## src/rtl/mcuclk_defs.svh

```systemverilog
// Functional notes
// - Machine cycle equals two CPU core clocks
// - Peripheral clock is CPU core clock halved
// - Source clock from four strapped oscillator choices
// - Clock out only without crystal anywhere
// - Clock out drives only when enable set
// - Clock out toggles at half core clock
// - Six-bit RC trim, factory value, writable
// - Crystal wake delay 992 cycles plus 60us
// - Other sources wake delay 224 plus 60us
// - Divider up to 510, changeable anytime
// - Every reset clears low-power clock select
// - Only power-on reset reloads trim register
// - Trim register layout: RC, enable, trim
`ifndef MCUCLK_DEFS_SVH
`define MCUCLK_DEFS_SVH

// ****************************************
// Register offsets and fields
// ****************************************
`define MCUCLK_TRIM_ADDR      8'h96
`define MCUCLK_TRIM_RC_BIT    7
`define MCUCLK_TRIM_EN_BIT    6
`define MCUCLK_TRIM_VAL_MSB   5
`define MCUCLK_AUX1_LP_BIT    7
`define MCUCLK_CPU_CLOCK_DIVIDER_RST       8'h00
`define MCUCLK_LP_RST         1'b0

// ****************************************
// Timing counts
// ****************************************
`define MCUCLK_CLK_MHZ        125
`define MCUCLK_WAKE_US_MIN    60
`define MCUCLK_WAKE_US_CYC    (`MCUCLK_WAKE_US_MIN * `MCUCLK_CLK_MHZ)
`define MCUCLK_XTAL_CYC       10'h3e0
`define MCUCLK_OTHER_CYC      10'h0e0

`endif

```

## src/rtl/mcuclk_pkg.sv

```systemverilog
package mcuclk_pkg;
  // Strapped source choice
  typedef enum logic [1:0] {
    MCUCLK_SRC_WDOG = 2'b00,
    MCUCLK_SRC_IRC  = 2'b01,
    MCUCLK_SRC_XTAL = 2'b10,
    MCUCLK_SRC_EXT  = 2'b11
  } mcuclk_src_t;

  // Wake-up timer states
  typedef enum logic [0:0] {
    MCUCLK_WK_WAIT = 1'b0,
    MCUCLK_WK_RUN  = 1'b1
  } mcuclk_wake_st_t;
endpackage : mcuclk_pkg

```

## src/rtl/mcuclk_wake_if.sv

```systemverilog
`timescale 1ns/1ns
`default_nettype none
// Link between clock top and wake-up timer
interface mcuclk_wake_if;
  logic src_tick;   // One pulse per source clock rising edge
  logic start;      // Restart the wake delay
  logic is_xtal;    // Crystal source selected
  logic ready;      // Core clock may run
  modport top  (output src_tick, output start, output is_xtal, input ready);
  modport timer(input src_tick, input start, input is_xtal, output ready);
endinterface : mcuclk_wake_if
`default_nettype wire

```

## src/rtl/mcuclk_wake.sv

```systemverilog
`timescale 1ns/1ns
`default_nettype none
`include "mcuclk_defs.svh"
module mcuclk_wake
  import mcuclk_pkg::*;
#(
  parameter int unsigned US_CYC = `MCUCLK_WAKE_US_CYC
) (
  // Clock and reset
  input  wire logic       sys_clk_i,
  input  wire logic       rst_b_i,
  input  wire logic       ce_i,
  // Link to top
  mcuclk_wake_if.timer    wk
);
  // ****************************************
  // Counters
  // ****************************************
  mcuclk_wake_st_t st_reg, st_next;   // Gate state
  logic [9:0]      src_cnt_reg;       // Source cycles seen
  logic [15:0]     us_cnt_reg;        // System cycles seen
  logic            ready_reg;         // Registered gate release

  // Targets by source kind
  wire logic [9:0]  src_target = wk.is_xtal ? `MCUCLK_XTAL_CYC : `MCUCLK_OTHER_CYC;
  wire logic        src_done   = (src_cnt_reg >= src_target);
  wire logic        us_done    = (us_cnt_reg >= 16'(US_CYC));
  // Microsecond part runs after the source count; shortest legal figure used
  wire logic        all_done   = src_done && us_done;

  // Next state decode
  always_comb begin
    st_next = st_reg;
    unique case (st_reg)
      MCUCLK_WK_WAIT: if (all_done) st_next = MCUCLK_WK_RUN;
      MCUCLK_WK_RUN:  st_next = MCUCLK_WK_RUN;
    endcase
    if (wk.start) st_next = MCUCLK_WK_WAIT;
  end

  // Count while waiting, restart on request
  always_ff @(posedge sys_clk_i or negedge rst_b_i) begin
    if (!rst_b_i) begin
      st_reg      <= MCUCLK_WK_WAIT;
      src_cnt_reg <= 10'h000;
      us_cnt_reg  <= 16'h0000;
      ready_reg   <= 1'b0;
    end else if (ce_i) begin
      st_reg    <= st_next;
      ready_reg <= (st_next == MCUCLK_WK_RUN);
      if (wk.start) begin
        src_cnt_reg <= 10'h000;
        us_cnt_reg  <= 16'h0000;
      end else if (st_reg == MCUCLK_WK_WAIT) begin
        // Saturate so a slow source cannot wrap
        if (wk.src_tick && !src_done) src_cnt_reg <= src_cnt_reg + 10'h001;
        if (src_done && !us_done)     us_cnt_reg  <= us_cnt_reg + 16'h0001;
      end
    end
  end

  assign wk.ready = ready_reg;
endmodule : mcuclk_wake
`default_nettype wire

```

## src/rtl/mcuclk_top.sv

```systemverilog
`timescale 1ns/1ns
`default_nettype none
`include "mcuclk_defs.svh"
module mcuclk_top
  import mcuclk_pkg::*;
#(
  parameter int unsigned WAKE_US_CYC = `MCUCLK_WAKE_US_CYC
) (
  // Clock and reset
  input  wire logic       sys_clk_i,
  input  wire logic       rst_b_i,
  input  wire logic       ce_i,
  input  wire logic       reset_req_i,
  input  wire logic       pd_exit_i,
  // Oscillator pins
  input  wire logic       wdog_osc_i,
  input  wire logic       internal_rc_clock_i,
  input  wire logic       xtal_osc_i,
  input  wire logic       external_clock_pin_i,
  // Configuration
  input  wire logic [1:0] cfg_src_sel_i,
  input  wire logic       rtc_on_xtal_i,
  input  wire logic [7:0] factory_trim_i,
  // Software writes
  input  wire logic       trim_wr_i,
  input  wire logic [7:0] trim_wdata_i,
  input  wire logic       cpu_clock_divider_wr_i,
  input  wire logic [7:0] cpu_clock_divider_wdata_i,
  input  wire logic       aux1_wr_i,
  input  wire logic [7:0] aux1_wdata_i,
  // Clock outputs
  output logic            cpu_core_clock_o,
  output logic            periph_clock_o,
  output logic            machine_cycle_o,
  output logic            clock_ready_o,
  output logic            clock_output_pin_o,
  output logic            clock_output_pin_oe_b_o,
  // Status
  output logic [7:0]      trim_o,
  output logic [7:0]      cpu_clock_divider_o,
  output logic            low_power_clock_select_o,
  output logic [1:0]      src_sel_o
);
  // ****************************************
  // Pin synchronisers
  // ****************************************
  logic [3:0] osc_s1_reg;   // First stage only feeds second
  logic [3:0] osc_s2_reg;   // Second stage
  logic [3:0] osc_s3_reg;   // Edge history
  // Pins packed so one loop serves all four
  wire  logic [3:0] osc_raw = {external_clock_pin_i, xtal_osc_i, internal_rc_clock_i, wdog_osc_i};

  // One three-flop chain per oscillator pin
  genvar gi;
  generate
    for (gi = 0; gi < 4; gi++) begin : g_sync
      always_ff @(posedge sys_clk_i or negedge rst_b_i) begin
        if (!rst_b_i) begin
          // Low matches an idle oscillator
          osc_s1_reg[gi] <= 1'b0;
          osc_s2_reg[gi] <= 1'b0;
          osc_s3_reg[gi] <= 1'b0;
        end else if (ce_i) begin
          osc_s1_reg[gi] <= osc_raw[gi];
          osc_s2_reg[gi] <= osc_s1_reg[gi];
          osc_s3_reg[gi] <= osc_s2_reg[gi];
        end
      end
    end
  endgenerate

  // ****************************************
  // Source selection
  // ****************************************
  // The strap is caught once; reset requests keep it
  mcuclk_src_t src_reg;        // Strap caught after reset release
  logic        strap_done_reg; // Strap and factory trim taken
  // Rising edge seen on the synchronised level
  wire  logic [3:0] osc_rise = osc_s2_reg & ~osc_s3_reg;
  // Source edge from the strapped oscillator
  wire  logic  src_tick  = osc_rise[src_reg];
  wire  logic  src_xtal  = (src_reg == MCUCLK_SRC_XTAL);

  // ****************************************
  // Registers
  // ****************************************
  // Software-visible state
  logic [7:0] trim_reg;        // RC select, clock-out enable, trim
  logic [7:0] cpu_clock_divider_reg;        // Divider setting
  logic       lp_reg;          // Low-power access select
  // Low-power bit may only be set at 8 MHz or less; software owns that
  wire  logic lp_next = aux1_wdata_i[`MCUCLK_AUX1_LP_BIT];

  // Strap and factory trim load only after power-on release
  always_ff @(posedge sys_clk_i or negedge rst_b_i) begin
    if (!rst_b_i) begin
      strap_done_reg <= 1'b0;
      src_reg        <= MCUCLK_SRC_WDOG;
      trim_reg       <= 8'h00;
    end else if (ce_i) begin
      if (!strap_done_reg) begin
        // First enabled edge after power-on release
        strap_done_reg <= 1'b1;
        src_reg        <= mcuclk_src_t'(cfg_src_sel_i);
        trim_reg       <= factory_trim_i;
      end else if (trim_wr_i) begin
        // Other resets leave trim untouched
        trim_reg <= trim_wdata_i;
      end
    end
  end

  // Divider and low-power bit, cleared by every reset source
  always_ff @(posedge sys_clk_i or negedge rst_b_i) begin
    if (!rst_b_i) begin
      cpu_clock_divider_reg <= `MCUCLK_CPU_CLOCK_DIVIDER_RST;
      lp_reg   <= `MCUCLK_LP_RST;
    end else if (ce_i) begin
      if (reset_req_i) begin
        // Other reset sources win over any write
        cpu_clock_divider_reg <= `MCUCLK_CPU_CLOCK_DIVIDER_RST;
        lp_reg   <= `MCUCLK_LP_RST;
      end else begin
        // Writes land at once; divider compares against them in the period in progress
        if (cpu_clock_divider_wr_i) cpu_clock_divider_reg <= cpu_clock_divider_wdata_i;
        if (aux1_wr_i) lp_reg   <= lp_next;
      end
    end
  end

  // ****************************************
  // Wake-up timer
  // ****************************************
  // Timer restarts on power-on, reset request or power-down exit
  mcuclk_wake_if wk_if();
  logic first_reg;   // Start pulse after power-on release
  assign wk_if.src_tick = src_tick;
  assign wk_if.is_xtal  = src_xtal;
  assign wk_if.start    = (!first_reg && strap_done_reg) || reset_req_i || pd_exit_i;

  // Source count first, then the microsecond count
  mcuclk_wake #(
    .US_CYC    (WAKE_US_CYC)
  ) u_wake (
    .sys_clk_i (sys_clk_i),
    .rst_b_i   (rst_b_i),
    .ce_i      (ce_i),
    .wk        (wk_if.timer)
  );

  // ****************************************
  // CPU clock divider
  // ****************************************
  logic [8:0] div_cnt_reg;   // Source ticks in this period
  logic       mc_phase_reg;  // Half of a machine cycle
  // Zero passes every source edge, else divide by twice the value
  wire  logic [8:0] div_last = (cpu_clock_divider_reg == 8'h00) ? 9'h000 : 9'({cpu_clock_divider_reg, 1'b0} - 9'h001);
  wire  logic cpu_core_clock_tick = wk_if.ready && src_tick && (div_cnt_reg >= div_last);
  // Clock out only without crystal in use
  wire  logic cko_allow = !src_xtal && !rtc_on_xtal_i;
  wire  logic cko_on    = cko_allow && trim_reg[`MCUCLK_TRIM_EN_BIT];

  // Period count; new setting applies to the period in progress, no stall
  always_ff @(posedge sys_clk_i or negedge rst_b_i) begin
    if (!rst_b_i) begin
      div_cnt_reg <= 9'h000;
      first_reg   <= 1'b0;
    end else if (ce_i) begin
      // Start pulse is one cycle wide
      if (strap_done_reg) first_reg <= 1'b1;
      // Counter held at zero while gated
      if (!wk_if.ready)  div_cnt_reg <= 9'h000;
      else if (cpu_core_clock_tick) div_cnt_reg <= 9'h000;
      else if (src_tick)  div_cnt_reg <= div_cnt_reg + 9'h001;
    end
  end

  // Registered clock outputs
  always_ff @(posedge sys_clk_i or negedge rst_b_i) begin
    if (!rst_b_i) begin
      cpu_core_clock_o        <= 1'b0;
      periph_clock_o          <= 1'b0;
      machine_cycle_o         <= 1'b0;
      mc_phase_reg            <= 1'b0;
      clock_output_pin_o      <= 1'b0;
      clock_output_pin_oe_b_o <= 1'b1;
      clock_ready_o           <= 1'b0;
    end else if (ce_i) begin
      // One-cycle pulse per core clock
      cpu_core_clock_o <= cpu_core_clock_tick;
      clock_ready_o    <= wk_if.ready;
      machine_cycle_o  <= cpu_core_clock_tick && mc_phase_reg;
      if (cpu_core_clock_tick) begin
        mc_phase_reg   <= ~mc_phase_reg;
        periph_clock_o <= ~periph_clock_o;
      end
      // Pin released when disabled; saves power in idle
      clock_output_pin_oe_b_o <= ~cko_on;
      // Pin parked low while released
      if (!cko_on)        clock_output_pin_o <= 1'b0;
      else if (cpu_core_clock_tick) clock_output_pin_o <= ~clock_output_pin_o;
    end
  end

  // Status readback
  always_ff @(posedge sys_clk_i or negedge rst_b_i) begin
    if (!rst_b_i) begin
      trim_o                   <= 8'h00;
      cpu_clock_divider_o                   <= 8'h00;
      low_power_clock_select_o <= 1'b0;
      src_sel_o                <= 2'h0;
    end else if (ce_i) begin
      // Copies lag the registers by one cycle
      trim_o                   <= trim_reg;
      cpu_clock_divider_o                   <= cpu_clock_divider_reg;
      low_power_clock_select_o <= lp_reg;
      src_sel_o                <= src_reg;
    end
  end
endmodule : mcuclk_top
`default_nettype wire

```

## config.mk

```make
export PLATFORM = sky130hd
export DESIGN_NAME = mcuclk_top
export DESIGN_NICKNAME = d
export VERILOG_FILES = /design/src/rtl/mcuclk_pkg.sv /design/src/rtl/mcuclk_wake_if.sv /design/src/rtl/mcuclk_wake.sv /design/src/rtl/mcuclk_top.sv
export VERILOG_INCLUDE_DIRS = /design/src /design/src/rtl
export SDC_FILE = /design/constraint.sdc
export NUM_CORES = 1
export LEC_CHECK = 0
export ABC_AREA = 0
export BUFFER_PORTS_ARGS = -buffer_cell sky130_fd_sc_hd__buf_2
export CORE_MARGIN = 2
export CORE_UTILIZATION = 57
export DETAILED_ROUTE_END_ITERATION = 8
export PLACE_DENSITY = 0.8
export SYNTH_ARGS = -nofsm -noshare
export SYNTH_HDL_FRONTEND = slang
export SYNTH_SLANG_ARGS = --single-unit
```

## constraint.sdc

```tcl
create_clock -name sys_clk_i -period 3.5 [get_ports sys_clk_i]
set_clock_uncertainty 0.15 [all_clocks]
set_input_delay 0.7 -clock sys_clk_i [delete_from_list [all_inputs] [get_ports sys_clk_i]]
set_output_delay 0.7 -clock sys_clk_i [all_outputs]
set_load 0.03 [all_outputs]
```

==> metrics.csv <==
stage,metric,value,unit
die,row cnt,33,
clock_network,Clock Sinks,95,
clock_network,post-CTS sizing,0,
power,Power Total,2.37,mW
die,Starting Density,0.583,
drt,Antenna Violating Nets Remaining,0,
synthesis,Synth Register Bits,95,
drt,TritonRoute pass-1 iters,5,
drt,via count,3670,
timing,Final min period,3130,ps
die,Core Box Area,0.00818,mm^2
worst_setup_path,Worst EP required,3620,ps
clock_network,setup bufs post-CTS,0,
timing,Pins Over Slew Limit,0,
die,IO Pins,72,
worst_setup_path,crit path DAT,3250,ps
timing,max frequency,0.320,GHz
synthesis,"count leader, synth",dfrtp_1,
grt,vias in the first global route,3623,
synthesis,syn avg cell area,10.7,um^2
synthesis,Post-Synthesis Cells,445,
run,max-cap violations,0,
synthesis,"Seq/Total Area, Yosys",0.499,
timing,RSZ-0062 raised after global routing,false,
clock_network,TritonCTS clock tree,done,
synthesis,ranking of synthesized cells by area,"dfrtp_1, mux2_2, ha_1, nand2_1, a21oi_1",
drt,# DRC,0,
timing,worst relative slew slack,0.489,
synthesis,Yosys top cell by area,dfrtp_1,
clock_network,Clock Pin Slew Worst Setup and Hold Paths,110,ps
power,clock share of power,0.295,
finish,final net count,572,
drt,Vias per Instance,5.95,
grt,global-route wire length before repair,16500,um
die,Die X,95.4,um
drt,final WL,10200,um
synthesis,Post-synth EDFFs,0,
synthesis,post-synth top area share,0.494,
die,die outline height,95.4,um
placement,HPWL Detailed,7280,um
run_status,outcome,completed,
finish,max reg flops,16,
timing,Worst Tran Pin Value,766,ps
placement,IO buf count,64,
grt,global route overflow,0,
power,Worst VDD drop,250,uV
worst_setup_path,CP Launch Type,flip-flop,
power,power per cell area,441,mW/mm^2
drt,average wire per standard cell,16.6,um
synthesis,Post-synth ARST share,1.00,
power,Pint,1.62,mW
power,LEAKAGE,2.50,nW
synthesis,Syn Nets,510,
finish,FILL cells,646,
grt,Total Routing Usage GR,0.236,
timing,Final Setup Violations,0,
finish,Layout Area Growth over Synthesis,12.7,%
finish,layout cells sized above 1,0.254,
placement,Placed Cells,601,
clock_network,CTS Hold Buffers Added,0,
synthesis,Synth Warn #,0,
power,combinational power share,0.181,
grt,pin count of the biggest net entering global routing,57,
synthesis,Synth top cells by count,"dfrtp_1, mux2_2, nand2_1",
power,sequential fraction of design power,0.524,
synthesis,Synth Cell Area,0.00476,mm^2
power,NetSw,742,uW
timing,Final TNS setup,0,ps
clock_network,clock root buffer master,clkbuf_8,
clock_network,Max clock buf depth,2,
power,sw frac,0.314,
clock_network,latest clock arrival within the worst-skew pair,380,ps
worst_setup_path,Worst setup EP type,flip-flop,
worst_hold_path,worst min path class,input pin to asynchronous set/reset pin,
synthesis,Unique masters post-synth,61,
synthesis,Main synth FF type,dfrtp_1,
clock_network,CTS HTree Levels,3,
finish,Ant. Diodes,0,
drt,initial drt markers,153,
placement,gpl congestion,0.852,
worst_setup_path,CP Class,flip-flop to flip-flop,
timing,Final Hold Fails,0,
grt,initial antenna violation count,0,
die,die area,0.00910,mm^2
worst_setup_path,maximum fanout along the worst path,9,
finish,non-filler instance count after layout,617,
timing,Final Cycle Share,0.893,
clock_network,CTS Buf Count,9,
==> critical path: stages (launching register included) <==
cell	delay, ps
dfrtp_1	490
nor4_1	400
nand3_1	350
nand2b_1	180
ha_1	260
a211oi_1	200
o221ai_1	220
a21oi_1	330
nand2_1	150
o311ai_1	280
==> power groups by stage <==
stage / Sequential [mW] / Combinational (mW) / Clock (mW)
2_1_floorplan: 1.31 / 0.223 / 0
3_3_place_gp: 1.25 / 0.407 / 0
3_5_place_dp: 1.26 / 0.428 / 0
4_1_cts: 1.24 / 0.432 / 0.708
5_1_grt: 1.25 / 0.475 / 0.748
6_report: 1.24 / 0.429 / 0.698
==> cell families after synthesis <==
family                   Yosys count  synth area share
AND/OR/NAND/NOR                  126             0.145
AO/OA/AOI/OAI                    119             0.170
flip-flops                        95             0.499
buffers and inverters             39            0.0328
multiplexers                      34            0.0804
adder cells (fa/ha/maj)           18            0.0473
XOR/XNOR                          14            0.0257
==> per-layer routing <==
| layer | vias up | GRT usage | share of wire |
|---|---|---|---|
| met2 | 72 | 0.390 | 0.50 |
| li1 | 1776 | - | - |
| met3 | 15 | 0.0379 | 0.040 |
| met5 | - | 0 | 0 |
| met4 | 0 | 0.114 | 0.017 |
| met1 | 1807 | 0.302 | 0.45 |
==> stage by stage <==
step / util / hold WS, ps / worst slack [ps] / area, um^2
global placement: 0.634 / 302 / 695 / 5180
floorplan: - / 254 / 795 / 4760
finish: 0.656 / 222 / 373 / 5370
global route: 0.656 / 276 / 163 / 5370
CTS: 0.656 / 243 / 422 / 5370
detailed placement: 0.634 / 311 / 466 / 5180
==> layout make-up <==
class / instances / area (um^2) / share of cell area
well taps: 105 / 131 / 0.0245
flip-flops and latches: 95 / 2380 / 0.443
inverters: 20 / 75.1 / 0.0140
clock buffers: 9 / 124 / 0.0231
multi-input cells: 311 / 2230 / 0.415
clock inverters: 7 / 61.3 / 0.0114
repair buffers: 70 / 368 / 0.0685
==> worst paths after layout <==
kind	end	cells after the start	slack (ps)	startpoint
worst min register to register	clock_output_pin_oe_b_o	2	320	clock_output_pin_oe_b_o
worst max register to register	div_cnt_reg[7]	9	370	cpu_clock_divider_reg[3]
max in group asynchronous	u_wake.src_cnt_reg[2]	2	2240	rst_b_i
min in group sys_clk_i	clock_output_pin_oe_b_o	2	320	clock_output_pin_oe_b_o
worst min-delay path	u_wake.us_cnt_reg[9]	1	220	rst_b_i
worst max-delay path	div_cnt_reg[7]	9	370	cpu_clock_divider_reg[3]
==> cell usage in the layout (no fill, tap or decap), types with 8 or more instances in the layout <==
master    instances
dfrtp_1          94
buf_2            63
nand2_1          34
mux2_2           34
a21oi_1          25
o21ai_0          23
inv_1            20
o22ai_1          18
ha_1             18
nand3_1          17
nor2_1           13
xor2_1           12
o31ai_1          10
clkbuf_8          9
nand4_1           8
nor2b_1           8
No activity file was read; power rests on OpenSTA's default activity.
